## src/hdl/i2csm_defs.svh

```systemverilog
`ifndef I2CSM_DEFS_SVH
`define I2CSM_DEFS_SVH

// ************************************************************
// register indices, byte address is four times the index
// ************************************************************
`define I2CSM_IDX_SLAVE_ADDR     10'h001
`define I2CSM_IDX_SLAVE_CTRL     10'h003
`define I2CSM_IDX_STATUS         10'h010
`define I2CSM_IDX_MAP_LAST       10'h0E0
`define I2CSM_IDX_MAP_BASE_LOW   10'h0E1
`define I2CSM_IDX_MAP_BASE_MID   10'h0E2
`define I2CSM_IDX_MAP_BASE_HIGH  10'h0E3

// ************************************************************
// field positions and reset values
// ************************************************************
`define I2CSM_CTRL_AUTOINC_BIT   0
`define I2CSM_CTRL_MASTER_BIT    1
`define I2CSM_CTRL_MAPMODE_BIT   2
`define I2CSM_RST_SLAVE_ADDR     8'h5C
`define I2CSM_RST_SLAVE_CTRL     8'h00
`define I2CSM_RST_MAP_BASE       8'h00
`define I2CSM_RST_TX_BYTE        8'hFF

// ************************************************************
// address space
// ************************************************************
`define I2CSM_DMA_BASE           24'h800000
`define I2CSM_MAP_HALF_BIT       6

`endif

```

## src/hdl/i2csm_pkg.sv

```systemverilog
package i2csm_pkg;

    // ************************************************************
    // serial engine states
    // ************************************************************
    typedef enum logic [2:0] {
        I2CSM_IDLE,
        I2CSM_ADDR,
        I2CSM_RXD,
        I2CSM_ACK_OUT,
        I2CSM_TXD,
        I2CSM_ACK_IN
    } i2csm_state_t;

endpackage : i2csm_pkg

```

## src/hdl/i2csm_sync.sv

```systemverilog
// ************************************************************
// two flop synchroniser with edge detect
// ************************************************************
module i2csm_sync (
    input  wire logic pclk,
    input  wire logic presetn,
    input  wire logic din,
    output logic      q,
    output logic      rise,
    output logic      fall
);

    logic meta;
    logic prev;

    // pin idles high, so flops reset high to avoid a false edge
    always_ff @(posedge pclk or negedge presetn) begin
        if (!presetn) begin
            meta <= 1'b1;
            q    <= 1'b1;
            prev <= 1'b1;
        end else begin
            meta <= din;
            q    <= meta;
            prev <= q;
        end
    end

    assign rise = q & ~prev;
    assign fall = ~q & prev;

endmodule : i2csm_sync

```

## src/hdl/i2csm_top.sv

```systemverilog
`include "i2csm_defs.svh"

module i2csm_top #(
    parameter int ADDR_W = 12
) (
    input  wire logic              pclk,
    input  wire logic              presetn,
    input  wire logic              psel,
    input  wire logic              penable,
    input  wire logic              pwrite,
    input  wire logic [ADDR_W-1:0] paddr,
    input  wire logic [31:0]       pwdata,
    output logic      [31:0]       prdata,
    output logic                   pready,
    output logic                   pslverr,
    input  wire logic              scl_i,
    output logic                   scl_o,
    output logic                   scl_oe,
    input  wire logic              sda_i,
    output logic                   sda_o,
    output logic                   sda_oe,
    output logic                   mem_req,
    output logic                   mem_we,
    output logic      [23:0]       mem_addr,
    output logic      [7:0]        mem_wdata,
    input  wire logic [7:0]        mem_rdata,
    input  wire logic              mem_ack
);

    // ************************************************************
    // registers
    // ************************************************************
    logic [7:0]                slave_address_reg;
    logic [7:0]                slave_control_reg;
    logic [7:0]                map_last_offset;
    logic [7:0]                map_base_low;
    logic [7:0]                map_base_mid;
    logic [7:0]                map_base_high;
    logic [7:0]                access_addr_high;
    logic [7:0]                access_addr_mid;
    logic [7:0]                access_addr_low;

    logic                      scl_s;
    logic                      scl_rise;
    logic                      scl_fall;
    logic                      sda_s;
    logic                      sda_rise;
    logic                      sda_fall;
    logic                      start_det;
    logic                      stop_det;
    logic                      slave_en;
    logic                      map_mode;
    logic                      auto_inc;

    i2csm_pkg::i2csm_state_t   state;
    logic [7:0]                shift;
    logic [3:0]                bitcnt;
    logic                      rw;
    logic                      rx_done;
    logic                      fetch_go;
    logic [7:0]                tx_byte;
    logic [1:0]                idx;
    logic [5:0]                wptr;
    logic [5:0]                rptr;
    logic [6:0]                last_acc;
    logic                      touched;

    logic [9:0]                reg_idx;
    logic                      apb_take;
    logic                      apb_done;
    logic                      mapped;
    logic [31:0]               rd_val;
    logic [23:0]               dma_addr;
    logic [23:0]               map_base;

    // ************************************************************
    // pin sampling
    // ************************************************************
    // plain oversampling is enough for both rates given the clock ratio
    i2csm_sync u_scl_sync (
        .pclk    (pclk),
        .presetn (presetn),
        .din     (scl_i),
        .q       (scl_s),
        .rise    (scl_rise),
        .fall    (scl_fall)
    );

    i2csm_sync u_sda_sync (
        .pclk    (pclk),
        .presetn (presetn),
        .din     (sda_i),
        .q       (sda_s),
        .rise    (sda_rise),
        .fall    (sda_fall)
    );

    assign start_det = sda_fall & scl_s;
    assign stop_det  = sda_rise & scl_s;
    assign slave_en  = ~slave_control_reg[`I2CSM_CTRL_MASTER_BIT];
    assign map_mode  = slave_control_reg[`I2CSM_CTRL_MAPMODE_BIT];
    assign auto_inc  = slave_control_reg[`I2CSM_CTRL_AUTOINC_BIT];
    assign dma_addr  = `I2CSM_DMA_BASE + {access_addr_high, access_addr_mid, access_addr_low};
    assign map_base  = {map_base_high, map_base_mid, map_base_low};

    // ************************************************************
    // apb slave
    // ************************************************************
    assign reg_idx  = paddr[ADDR_W-1:2];
    assign apb_take = psel & penable & ~pready;
    assign apb_done = psel & penable & pready;

    always_comb begin
        mapped = (paddr[1:0] == 2'h0);
        rd_val = 32'h0;
        case (reg_idx)
            `I2CSM_IDX_SLAVE_ADDR:    rd_val = {24'h0, slave_address_reg};
            `I2CSM_IDX_SLAVE_CTRL:    rd_val = {24'h0, slave_control_reg};
            `I2CSM_IDX_MAP_LAST:      rd_val = {24'h0, map_last_offset};
            `I2CSM_IDX_MAP_BASE_LOW:  rd_val = {24'h0, map_base_low};
            `I2CSM_IDX_MAP_BASE_MID:  rd_val = {24'h0, map_base_mid};
            `I2CSM_IDX_MAP_BASE_HIGH: rd_val = {24'h0, map_base_high};
            `I2CSM_IDX_STATUS:        rd_val = {8'h0, dma_addr[7:0], 8'h0, 4'h0, rw, mem_req,
                                               (state != i2csm_pkg::I2CSM_IDLE), slave_en};
            default:                  mapped = 1'b0;
        endcase
    end

    // one wait state: answer comes in the second access cycle
    always_ff @(posedge pclk or negedge presetn) begin
        if (!presetn) begin
            pready  <= 1'b0;
            pslverr <= 1'b0;
            prdata  <= 32'h0;
        end else begin
            pready  <= apb_take;
            pslverr <= apb_take & ~mapped;
            if (apb_take && !pwrite) begin
                prdata <= mapped ? rd_val : 32'h0;
            end
        end
    end

    always_ff @(posedge pclk or negedge presetn) begin
        if (!presetn) begin
            slave_address_reg <= `I2CSM_RST_SLAVE_ADDR;
            slave_control_reg <= `I2CSM_RST_SLAVE_CTRL;
            map_base_low      <= `I2CSM_RST_MAP_BASE;
            map_base_mid      <= `I2CSM_RST_MAP_BASE;
            map_base_high     <= `I2CSM_RST_MAP_BASE;
        end else if (apb_done && pwrite && paddr[1:0] == 2'h0) begin
            case (reg_idx)
                `I2CSM_IDX_SLAVE_ADDR:    slave_address_reg <= pwdata[7:0];
                `I2CSM_IDX_SLAVE_CTRL:    slave_control_reg <= pwdata[7:0];
                `I2CSM_IDX_MAP_BASE_LOW:  map_base_low      <= pwdata[7:0];
                `I2CSM_IDX_MAP_BASE_MID:  map_base_mid      <= pwdata[7:0];
                `I2CSM_IDX_MAP_BASE_HIGH: map_base_high     <= pwdata[7:0];
                default:                  ;
            endcase
        end
    end

    // ************************************************************
    // serial engine
    // ************************************************************
    // no clock stretching, so read data must arrive within one scl high phase
    always_ff @(posedge pclk or negedge presetn) begin
        if (!presetn) begin
            state    <= i2csm_pkg::I2CSM_IDLE;
            shift    <= 8'h00;
            bitcnt   <= 4'h0;
            rw       <= 1'b0;
            sda_oe   <= 1'b0;
            rx_done  <= 1'b0;
            fetch_go <= 1'b0;
        end else begin
            rx_done  <= 1'b0;
            fetch_go <= 1'b0;
            if (stop_det || !slave_en) begin
                state  <= i2csm_pkg::I2CSM_IDLE;
                sda_oe <= 1'b0;
            end else if (start_det) begin
                state  <= i2csm_pkg::I2CSM_ADDR;
                bitcnt <= 4'h0;
                sda_oe <= 1'b0;
            end else begin
                case (state)
                    i2csm_pkg::I2CSM_IDLE: begin
                        sda_oe <= 1'b0;
                    end
                    i2csm_pkg::I2CSM_ADDR, i2csm_pkg::I2CSM_RXD: begin
                        if (scl_rise && bitcnt != 4'h8) begin
                            shift  <= {shift[6:0], sda_s};
                            bitcnt <= bitcnt + 4'h1;
                        end
                        if (scl_fall && bitcnt == 4'h8) begin
                            if (state == i2csm_pkg::I2CSM_RXD) begin
                                sda_oe  <= 1'b1;
                                rx_done <= 1'b1;
                                state   <= i2csm_pkg::I2CSM_ACK_OUT;
                            end else if (shift[7:1] == slave_address_reg[7:1]) begin
                                sda_oe   <= 1'b1;
                                rw       <= shift[0];
                                fetch_go <= shift[0];
                                state    <= i2csm_pkg::I2CSM_ACK_OUT;
                            end else begin
                                state <= i2csm_pkg::I2CSM_IDLE;
                            end
                        end
                    end
                    i2csm_pkg::I2CSM_ACK_OUT: begin
                        if (scl_fall) begin
                            if (rw) begin
                                sda_oe <= ~tx_byte[7];
                                shift  <= {tx_byte[6:0], 1'b0};
                                bitcnt <= 4'h1;
                                state  <= i2csm_pkg::I2CSM_TXD;
                            end else begin
                                sda_oe <= 1'b0;
                                bitcnt <= 4'h0;
                                state  <= i2csm_pkg::I2CSM_RXD;
                            end
                        end
                    end
                    i2csm_pkg::I2CSM_TXD: begin
                        if (scl_fall) begin
                            if (bitcnt == 4'h8) begin
                                sda_oe <= 1'b0;
                                state  <= i2csm_pkg::I2CSM_ACK_IN;
                            end else begin
                                sda_oe <= ~shift[7];
                                shift  <= {shift[6:0], 1'b0};
                                bitcnt <= bitcnt + 4'h1;
                            end
                        end
                    end
                    i2csm_pkg::I2CSM_ACK_IN: begin
                        if (scl_rise) begin
                            if (sda_s) begin
                                state <= i2csm_pkg::I2CSM_IDLE;
                            end else begin
                                fetch_go <= 1'b1;
                                state    <= i2csm_pkg::I2CSM_ACK_OUT;
                            end
                        end
                    end
                    default: begin
                        state <= i2csm_pkg::I2CSM_IDLE;
                    end
                endcase
            end
        end
    end

    // ************************************************************
    // internal access
    // ************************************************************
    always_ff @(posedge pclk or negedge presetn) begin
        if (!presetn) begin
            mem_req          <= 1'b0;
            mem_we           <= 1'b0;
            mem_addr         <= 24'h0;
            mem_wdata        <= 8'h00;
            idx              <= 2'h0;
            access_addr_high <= 8'h00;
            access_addr_mid  <= 8'h00;
            access_addr_low  <= 8'h00;
            wptr             <= 6'h00;
            rptr             <= 6'h00;
            last_acc         <= 7'h00;
            touched          <= 1'b0;
        end else begin
            if (mem_req && mem_ack) begin
                mem_req <= 1'b0;
            end
            if (start_det) begin
                idx <= 2'h0;
            end
            if (stop_det) begin
                wptr    <= 6'h00;
                rptr    <= 6'h00;
                touched <= 1'b0;
            end else if (rx_done && map_mode) begin
                mem_req   <= 1'b1;
                mem_we    <= 1'b1;
                mem_addr  <= map_base + {18'h0, wptr};
                mem_wdata <= shift;
                last_acc  <= {1'b0, wptr};
                touched   <= 1'b1;
                wptr      <= wptr + 6'h01;
            end else if (fetch_go && map_mode) begin
                mem_req  <= 1'b1;
                mem_we   <= 1'b0;
                mem_addr <= map_base + {17'h0, 1'b1, rptr};
                last_acc <= {1'b1, rptr};
                touched  <= 1'b1;
                rptr     <= rptr + 6'h01;
            end else if (rx_done && idx != 2'h3) begin
                idx <= idx + 2'h1;
                case (idx)
                    2'h0:    access_addr_high <= shift;
                    2'h1:    access_addr_mid  <= shift;
                    default: access_addr_low  <= shift;
                endcase
            end else if (rx_done || fetch_go) begin
                mem_req   <= 1'b1;
                mem_we    <= rx_done;
                mem_addr  <= dma_addr;
                mem_wdata <= shift;
                if (auto_inc) begin
                    {access_addr_high, access_addr_mid, access_addr_low} <=
                        {access_addr_high, access_addr_mid, access_addr_low} + 24'h1;
                end
            end
        end
    end

    // ************************************************************
    // read data and window status
    // ************************************************************
    always_ff @(posedge pclk or negedge presetn) begin
        if (!presetn) begin
            tx_byte         <= `I2CSM_RST_TX_BYTE;
            map_last_offset <= 8'h00;
        end else begin
            if (mem_req && mem_ack && !mem_we) begin
                tx_byte <= mem_rdata;
            end
            // a stop with no window access keeps the old value
            if (stop_det && touched) begin
                map_last_offset <= {1'b0, last_acc};
            end
        end
    end

    // ************************************************************
    // fixed pin drives
    // ************************************************************
    // open drain: only the data enable sda_oe moves, scl_oe stays low and the driven level is always low
    always_ff @(posedge pclk or negedge presetn) begin
        if (!presetn) begin
            sda_o  <= 1'b0;
            scl_o  <= 1'b0;
            scl_oe <= 1'b0;
        end else begin
            sda_o  <= 1'b0;
            scl_o  <= 1'b0;
            scl_oe <= 1'b0;
        end
    end

endmodule : i2csm_top

```

## config.mk

```make
export PLATFORM = sky130hd
export DESIGN_NAME = i2csm_top
export DESIGN_NICKNAME = d
export VERILOG_FILES = /design/src/hdl/i2csm_pkg.sv /design/src/hdl/i2csm_sync.sv /design/src/hdl/i2csm_top.sv
export VERILOG_INCLUDE_DIRS = /design/src /design/src/hdl
export SDC_FILE = /design/constraint.sdc
export NUM_CORES = 1
export LEC_CHECK = 0
export ABC_CLOCK_PERIOD_IN_PS = 2600
export BUFFER_PORTS_ARGS = -buffer_cell sky130_fd_sc_hd__buf_2
export CAP_MARGIN = 20
export CORE_ASPECT_RATIO = 1.1
export CORE_MARGIN = 5
export CORE_UTILIZATION = 41
export DETAILED_ROUTE_END_ITERATION = 8
export PLACE_DENSITY_LB_ADDON = 0.1
export SLEW_MARGIN = 20
export SYNTH_ARGS = -nofsm -noshare
export SYNTH_HDL_FRONTEND = slang
export SYNTH_HIERARCHICAL = 1
export SYNTH_SLANG_ARGS = --single-unit
export TNS_END_PERCENT = 30
```

## constraint.sdc

```tcl
create_clock -name pclk -period 2.6 [get_ports pclk]
set_clock_uncertainty 0.1 [all_clocks]
set_input_delay 0.26 -clock pclk [delete_from_list [all_inputs] [get_ports pclk]]
set_output_delay 0.26 -clock pclk [all_outputs]
set_load 0.02 [all_outputs]
```

==> reports/qor.yml, run 1 <==
power:
  p_per_area_nw_per_um2: 620.6
  p_switching_mw: 2.197
  fin_total_pwr_mw: 7.547
  combPwrFrac: 0.175
  ir_drop_mv: 0.4461
  p_sw_frac: 0.2911
  intPower_mw: 5.350
  leakage_nw: 5.530
  seqPwrFrac: 0.444
  clock_power_share: 0.381
logic_synthesis:
  ys_top_cells_by_area: "dfrtp_1, mux2_2, dfstp_2"
  postSynthCellCount: 1047
  synthArstFlopShare: 1.000
  synth_top_area_share: 0.3949
  synth-edff-count: 0
  ys.flop_type: "dfrtp_1"
  ys_ff_latch: 178
  yosys_warnings: 6
  avgSynthCellArea_sq_um: 9.683
  synth-seq-area-share: 0.4416
  synth_top_cell_by_area: "dfrtp_1"
  synth_cell_type_count: 77
  synthesis.area_sq_um: 10140
sta:
  tightest_slew_ns: 0.7659
  post-route-min-period_ns: 2.562
  timing.fmax_mhz: 390.3
  rsz0062_at_grt: "true"
  setup-tns-final_ns: 0
  fin_crit_sh: 0.9856
  whs_ns: -0.001738
  setup_viol_count_final: 0
  finalHoldViolations: 1
  slew_headroom: 0.4885
  slew_violations: 0
routing:
  dr_total_vias: 8596
  route.detailed.drc: 6
  drt_iter0_markers: 605
  drt_first_pass_iters: 9
  wire_per_inst_um: 20.21
  drtAntennaViolNets: 0
  wl_um: 30580
  viasPerCell: 5.681
global_route:
  grt_pass1_vias: 8710
  overflow: 0
  grt_max_degree: 57
  grt_usage: 0.2204
  grt_antenna_before_repair: 0
  grt_pass1_wl_um: 48900
layout:
  largest_reg_flops: 24
  nNetsFinal: 1272
  diodes: 0
  top_register: "mem_addr"
  mostFrequentLayoutCell: "dfrtp_1"
  area_growth_pct: 19.93
  largestRegisters: "mem_addr (24), prdata (16)"
  drive_above_1_share: 0.2785
  layout.cells.most_common_list: "dfrtp_1, nand2_1, nor2_1"
  fillers: 2304
  fin_util: 0.4984
place:
  hpwl_um: 23100
  place.gp.congestion: 0.8742
  portBuffers: 88
job:
  drv_cap: 0
critical_path:
  path_class: "flop to flop"
  critPathLaunchType: "flop"
  crit_buf_inv: 1
  required_ns: 2.81
  cpMaxStageDelayCell: "o31ai_4"
  path_cells: "ha_1 -> inv_1 -> fa_2 -> nor2b_4 -> o31ai_4 -> a211oi_1 -> xor2_1 -> a222oi_1 -> o21ai_0"
  crit_arrival_ns: 2.77
  endpoint_kind: "flop"
  crit_path_max_incr_delay_ns: 0.51
  crit_family: "compound AO/OA/AOI/OAI gates"
  r2r_slack_ns: 0.04
  critical_path.max_fanout: 8
clock_tree:
  cts.sinks: 178
  clk_latency_ns: 0.45
  clock_path_buffers: 2
  cts_root_buf: "clkbuf_16"
  cts_made_buffers: 17
  cts_tree: "done"
  htree_levels: 4
  clkTransAtPathRegs_ns: 0.07
die:
  die_w_um: 159.9
  core_area_sq_um: 24400
  start_util: 0.4155
  rows: 60
  dieArea_sq_um: 27980
  die_height_um: 174.9
  io_pins: 132
run_status:
  violations: "DRC, hold timing"
  status: "finished with violations"
hold_path:
  min_path_type: "input port to flop"
[cell usage after synthesis (all sizes together), types with 6 or more instances]
cell,instances
nor3,21
nor2,91
or3,11
clkbuf,46
inv,25
nand4,15
a31oi,15
dfrtp,160
o31ai,6
xor2,19
ha,20
a22oi,9
dfstp,18
a21oi,58
a211oi,12
nor4,10
mux2,84
nand2,104
o21ai,69
a221oi,15
nor2b,9
a22o,17
o22ai,11
xnor2,30
mux2i,10
nand3,39
and3,11
buf,28
[kinds of logic (layout without fill, tap and decap cells)]
| group | Yosys count | count (layout) | share of synthesized area |
|---|---|---|---|
| buffers and inverters | 99 | 237 | 0.04443 |
| adder cells (fa/ha/maj) | 23 | 23 | 0.02962 |
| AND/OR/NAND/NOR | 335 | 335 | 0.1596 |
| flip-flops | 178 | 178 | 0.4416 |
| AO/OA/AOI/OAI | 268 | 268 | 0.1790 |
| XOR/XNOR | 49 | 49 | 0.04233 |
| multiplexers | 94 | 94 | 0.1032 |
| other | 1 | 19 | 0.0003699 |
[per-layer routing]
layer	GRT usage	share of wire	vias to the layer above
li1	-	-	4089
met1	0.2913	0.45	4251
met2	0.3753	0.49	213
met3	0.03515	0.040	43
met4	0.06382	0.025	0
met5	0	0	-
[tightest hold or removal path, stage by stage]
cell     delay, ns
buf_2         0.09
nand2_1       0.10
nor2_1        0.05
[through the flow]
step / instance area, sq um / setup slack [ns] / instances
6_report: 12160 / 0.03754 / 1513
5_1_grt: 12160 / -0.07981 / 1513
2_1_floorplan: 10210 / 0.1411 / 1065
3_3_place_gp: 11320 / 0.05380 / 1468
3_5_place_dp: 11320 / 0.02647 / 1468
4_1_cts: 12090 / 0.004515 / 1512
[power groups by stage]
stage | Combinational (mW) | Sequential, mW | Clock [mW]
final | 1.32 | 3.35 | 2.88
after global routing | 1.47 | 3.39 | 3.04
after CTS | 1.34 | 3.35 | 2.92
after detailed placement | 1.32 | 3.41 | 0
after global placement | 1.30 | 3.40 | 0
after floorplan | 0.796 | 3.41 | 0
[path summary, 6_finish.rpt]
path / end / start / cells after the start
worst max-delay path: mem_addr[14] / map_base_low[0] / 9
worst min-delay path: pready / penable / 3
worst max register to register: mem_addr[14] / map_base_low[0] / 9
worst min register to register: u_sda_sync/q / u_sda_sync/meta / 0
max in group asynchronous: slave_address_reg[3] / presetn / 3
min in group asynchronous: map_last_offset[0] / presetn / 2
[cell type report]
type                            count  area [sq um]  area share
Clock inverter                     12         191.4     0.01574
Clock buffer                       20         456.7     0.03756
Timing Repair Buffer              180          1199     0.09858
Tap cell                          310         387.9     0.03190
Inverter                           25         93.84    0.007718
Multi-Input combinational cell    788          5353      0.4402
Sequential cell                   178          4478      0.3683
[what timing repair did]
action	4_1_cts	5_1_grt
hold endpoints to repair	60	0
endpoints found under the setup margin	0	21
setup buffers	0	1
resized for setup	0	17
hold buffers	12	0
Note: power is estimated with default switching activity, not from simulation.
==> inputs of run 2 (changes only) <==
--- a/config.mk
+++ b/config.mk
@@ -11,12 +11,11 @@
 export CAP_MARGIN = 20
 export CORE_ASPECT_RATIO = 1.1
 export CORE_MARGIN = 5
-export CORE_UTILIZATION = 41
+export CORE_UTILIZATION = 25
 export DETAILED_ROUTE_END_ITERATION = 8
 export PLACE_DENSITY_LB_ADDON = 0.1
 export SLEW_MARGIN = 20
 export SYNTH_ARGS = -nofsm -noshare
 export SYNTH_HDL_FRONTEND = slang
-export SYNTH_HIERARCHICAL = 1
 export SYNTH_SLANG_ARGS = --single-unit
 export TNS_END_PERCENT = 30
==> run 2 against run 1 <==
Net effect: the run now ends clean; synthesized cell count is essentially flat; fmax grew 1.1%; sequential power shrank 11%; routed wire length grew 17%; via count shrank 0.70%; first-iteration DRC count shrank 9.6%; total power shrank 19%; worst hold slack gained 0.027 ns; register-to-register slack gained 0.03 ns; non-clock buffer count grew 6; critical path type unchanged; clock power shrank 11%; synthesized area grew 1.9%.
==> reports/qor.yml, run 2 <==
sta:
  tightest_slew_ns: 0.5749  # -0.1910 ns
  timing.fmax_mhz: 394.6  # +1.1%
  finalHoldViolations: 0  # -1
  slew_violations: 0  # unchanged
  setup_viol_count_final: 0  # unchanged
  setup-tns-final_ns: 0  # unchanged
  fin_ws_ns: 0.06604  # +0.02850 ns
  rsz0062_at_grt: "true"
  whs_ns: 0.02538  # +0.02712 ns
  post-route-min-period_ns: 2.534  # -0.02850 ns
  fin_crit_sh: 0.9746  # -0.01096
  slew_headroom: 0.6167  # +0.1283
layout:
  nNetsFinal: 1271  # -0.079%
  top_register: "mem_addr"
  largest_reg_flops: 24  # unchanged
  stdcell_count: 1762  # +16%
  largestRegisters: "mem_addr (24), prdata (16)"
  mostFrequentLayoutCell: "dfrtp_1"
  fillers: 4329  # +88%
  diodes: 0  # unchanged
  drive_above_1_share: 0.2745  # -0.003928
  layout.cells.most_common_list: "dfrtp_1, nand2_1, buf_2"
  area_growth_pct: 21.25
  fin_util: 0.3048  # -0.1935
routing:
  wire_per_inst_um: 20.38  # +0.82%
  drtAntennaViolNets: 0  # unchanged
  wl_um: 35910  # +17%
  drt_first_pass_iters: 7  # -2
  drt_iter0_markers: 547  # -9.6%
  viasPerCell: 4.844  # -15%
  dr_total_vias: 8536  # -0.70%
  route.detailed.drc: 0  # -6
clock_tree:
  cts.sinks: 178  # unchanged
  clk_latency_ns: 0.46  # about the same
  cts_root_buf: "clkbuf_16"
  cts_tree: "done"
  clock_path_buffers: 2  # unchanged
  htree_levels: 4  # unchanged
  clkTransAtPathRegs_ns: 0.08  # about the same
  cts_made_buffers: 17  # unchanged
run_status:
  status: "completed"
power:
  p_per_area_nw_per_um2: 488.8  # -21%
  ir_drop_mv: 0.4911  # +10%
  leakage_nw: 5.631  # +1.8%
critical_path:
  required_ns: 2.84  # +0.03 ns
  critPathLaunchType: "flop"
  endpoint_kind: "flop"
  path_class: "flop to flop"
  crit_arrival_ns: 2.78  # about the same
  critical_path.max_fanout: 3  # -5
place:
  portBuffers: 88  # unchanged
  pre_cts_slack_ns: -0.01284  # -0.03932 ns
  hpwl_um: 27260  # +18%
  place.gp.congestion: 0.8198  # -6.2%
  place_inst: 1712  # +17%
global_route:
  grt_max_degree: 64  # +12%
  grt_usage: 0.1586  # -0.06180
  grt_pass1_wl_um: 54590  # +12%
  grt_antenna_before_repair: 0  # unchanged
  overflow: 0  # unchanged
  grt_pass1_vias: 8481  # -2.6%
die:
  start_util: 0.2514  # -0.1641
  rows: 78  # +30%
  die_w_um: 203.8  # +27%
  die_height_um: 223.2  # +28%
  core_area_sq_um: 41090  # +68%
  dieArea_sq_um: 45490  # +63%
  io_pins: 132  # unchanged
logic_synthesis:
  synth_cell_type_count: 91  # +18%
  synth_top_area_share: 0.3876  # -0.007319
  synth-seq-area-share: 0.4334  # -0.008183
  postSynthCellCount: 1048  # +0.096%
  ys_ff_latch: 178  # unchanged
  avgSynthCellArea_sq_um: 9.857  # +1.8%
  ys_top_cells_by_area: "dfrtp_1, mux2_2, dfstp_2"
  yosys_warnings: 0  # -6
  synthesis.area_sq_um: 10330  # +1.9%
  synth_top_cell_by_area: "dfrtp_1"
  ys.flop_type: "dfrtp_1"
  ys_top_cells_by_count: "dfrtp_1, nand2_1, nor2_1"
  synth-edff-count: 0  # unchanged
  synthArstFlopShare: 1.000  # unchanged
  yosys.cell_count.top_type: "dfrtp_1"
hold_path:
  min_path_type: "input port to flop"
job:
  drv_cap: 0  # unchanged
## run 2: changes by cell type in the layout (fill, tap and decap cells not counted), moves of 9 or more
cell / previous run / this run
nor2_1: 91 / 65
nor3_1: 20 / 11
mux2i_1: 10 / 27
o21ai_0: 56 / 40
o21ai_1: 10 / 23
mux2_1: 0 / 9
mux2_2: 84 / 58
a22o_1: 17 / 8
## run 2: kinds of logic (layout without fill, tap and decap cells)
kind of cell / Yosys count / in the layout / share of synthesized area
adders and majority gates: 23 / 23 / 0.02907
and+or+nand+nor: 333 / 333 / 0.1682
muxes: 94 / 94 / 0.09920
buffers and inverters: 102 / 238 / 0.05208
AOI/OAI and AO/OA: 272 / 272 / 0.1795
xor gates and xnor gates: 45 / 45 / 0.03815
other: 1 / 19 / 0.0003630
DFF: 178 / 178 / 0.4334
## run 2: metal layers
metal / share of wire / GRT usage / vias up
met5: 0 / 0 / -
met4: 0.017 / 0.04614 / 0
met3: 0.032 / 0.02224 / 34
met2: 0.46 / 0.2513 / 184
met1: 0.49 / 0.2257 / 4200
li1: - / - / 4118
## run 2: worst max-delay path, cell delays in order, from the launching register on
cell	delay (ns)
dfrtp_1	0.43
ha_4	0.18
fa_2	0.39
a211oi_4	0.27
o21ai_2	0.10
and2_4	0.17
a311oi_2	0.30
nor3_1	0.09
or3_1	0.37
## run 2: path summary, 6_finish.rpt
check                                 from               to  slack (ns)  cells past startpoint
max                        map_base_low[0]     mem_addr[10]        0.07                      8
max reg2reg                map_base_low[0]     mem_addr[10]        0.07                      8
min reg2reg                u_sda_sync.meta     u_sda_sync.q        0.26                      0
min                              pwdata[4]  map_base_low[4]        0.03                      2
max in group asynchronous          presetn  map_base_low[3]        1.40                      3
min in group asynchronous          presetn        bitcnt[0]        0.27                      2
## run 2: per-stage QoR
step	power, mW	area [sq um]
after global routing	6.416	12520
after detailed placement	3.636	11730
after floorplan	3.318	10400
after CTS	6.253	12430
final	6.122	12520
after global placement	3.630	11730
## run 2: cell type report
type	count	area (sq um)	area share
Clock buffer	19	432.9	0.03457
Clock inverter	13	123.9	0.009890
Inverter	20	77.57	0.006194
Multi-Input combinational cell	786	5453	0.4354
Sequential cell	178	4479	0.3576
Tap cell	560	700.7	0.05594
Timing Repair Buffer	186	1257	0.1004
## run 2: timing repair
item	in CTS	in global routing
endpoints found under the setup margin	1	11
buffers inserted	1	3
hold buffers	14	0
gates resized for setup	0	15
pin swaps	1	10
endpoints found under the hold margin	53	0
## run 2: report_power, final
part           internal (mW)  leakage [nW]  switching [mW]
combinational          0.224          2.97           0.358
sequential              2.87          2.40           0.128
clock                   1.26         0.252            1.29
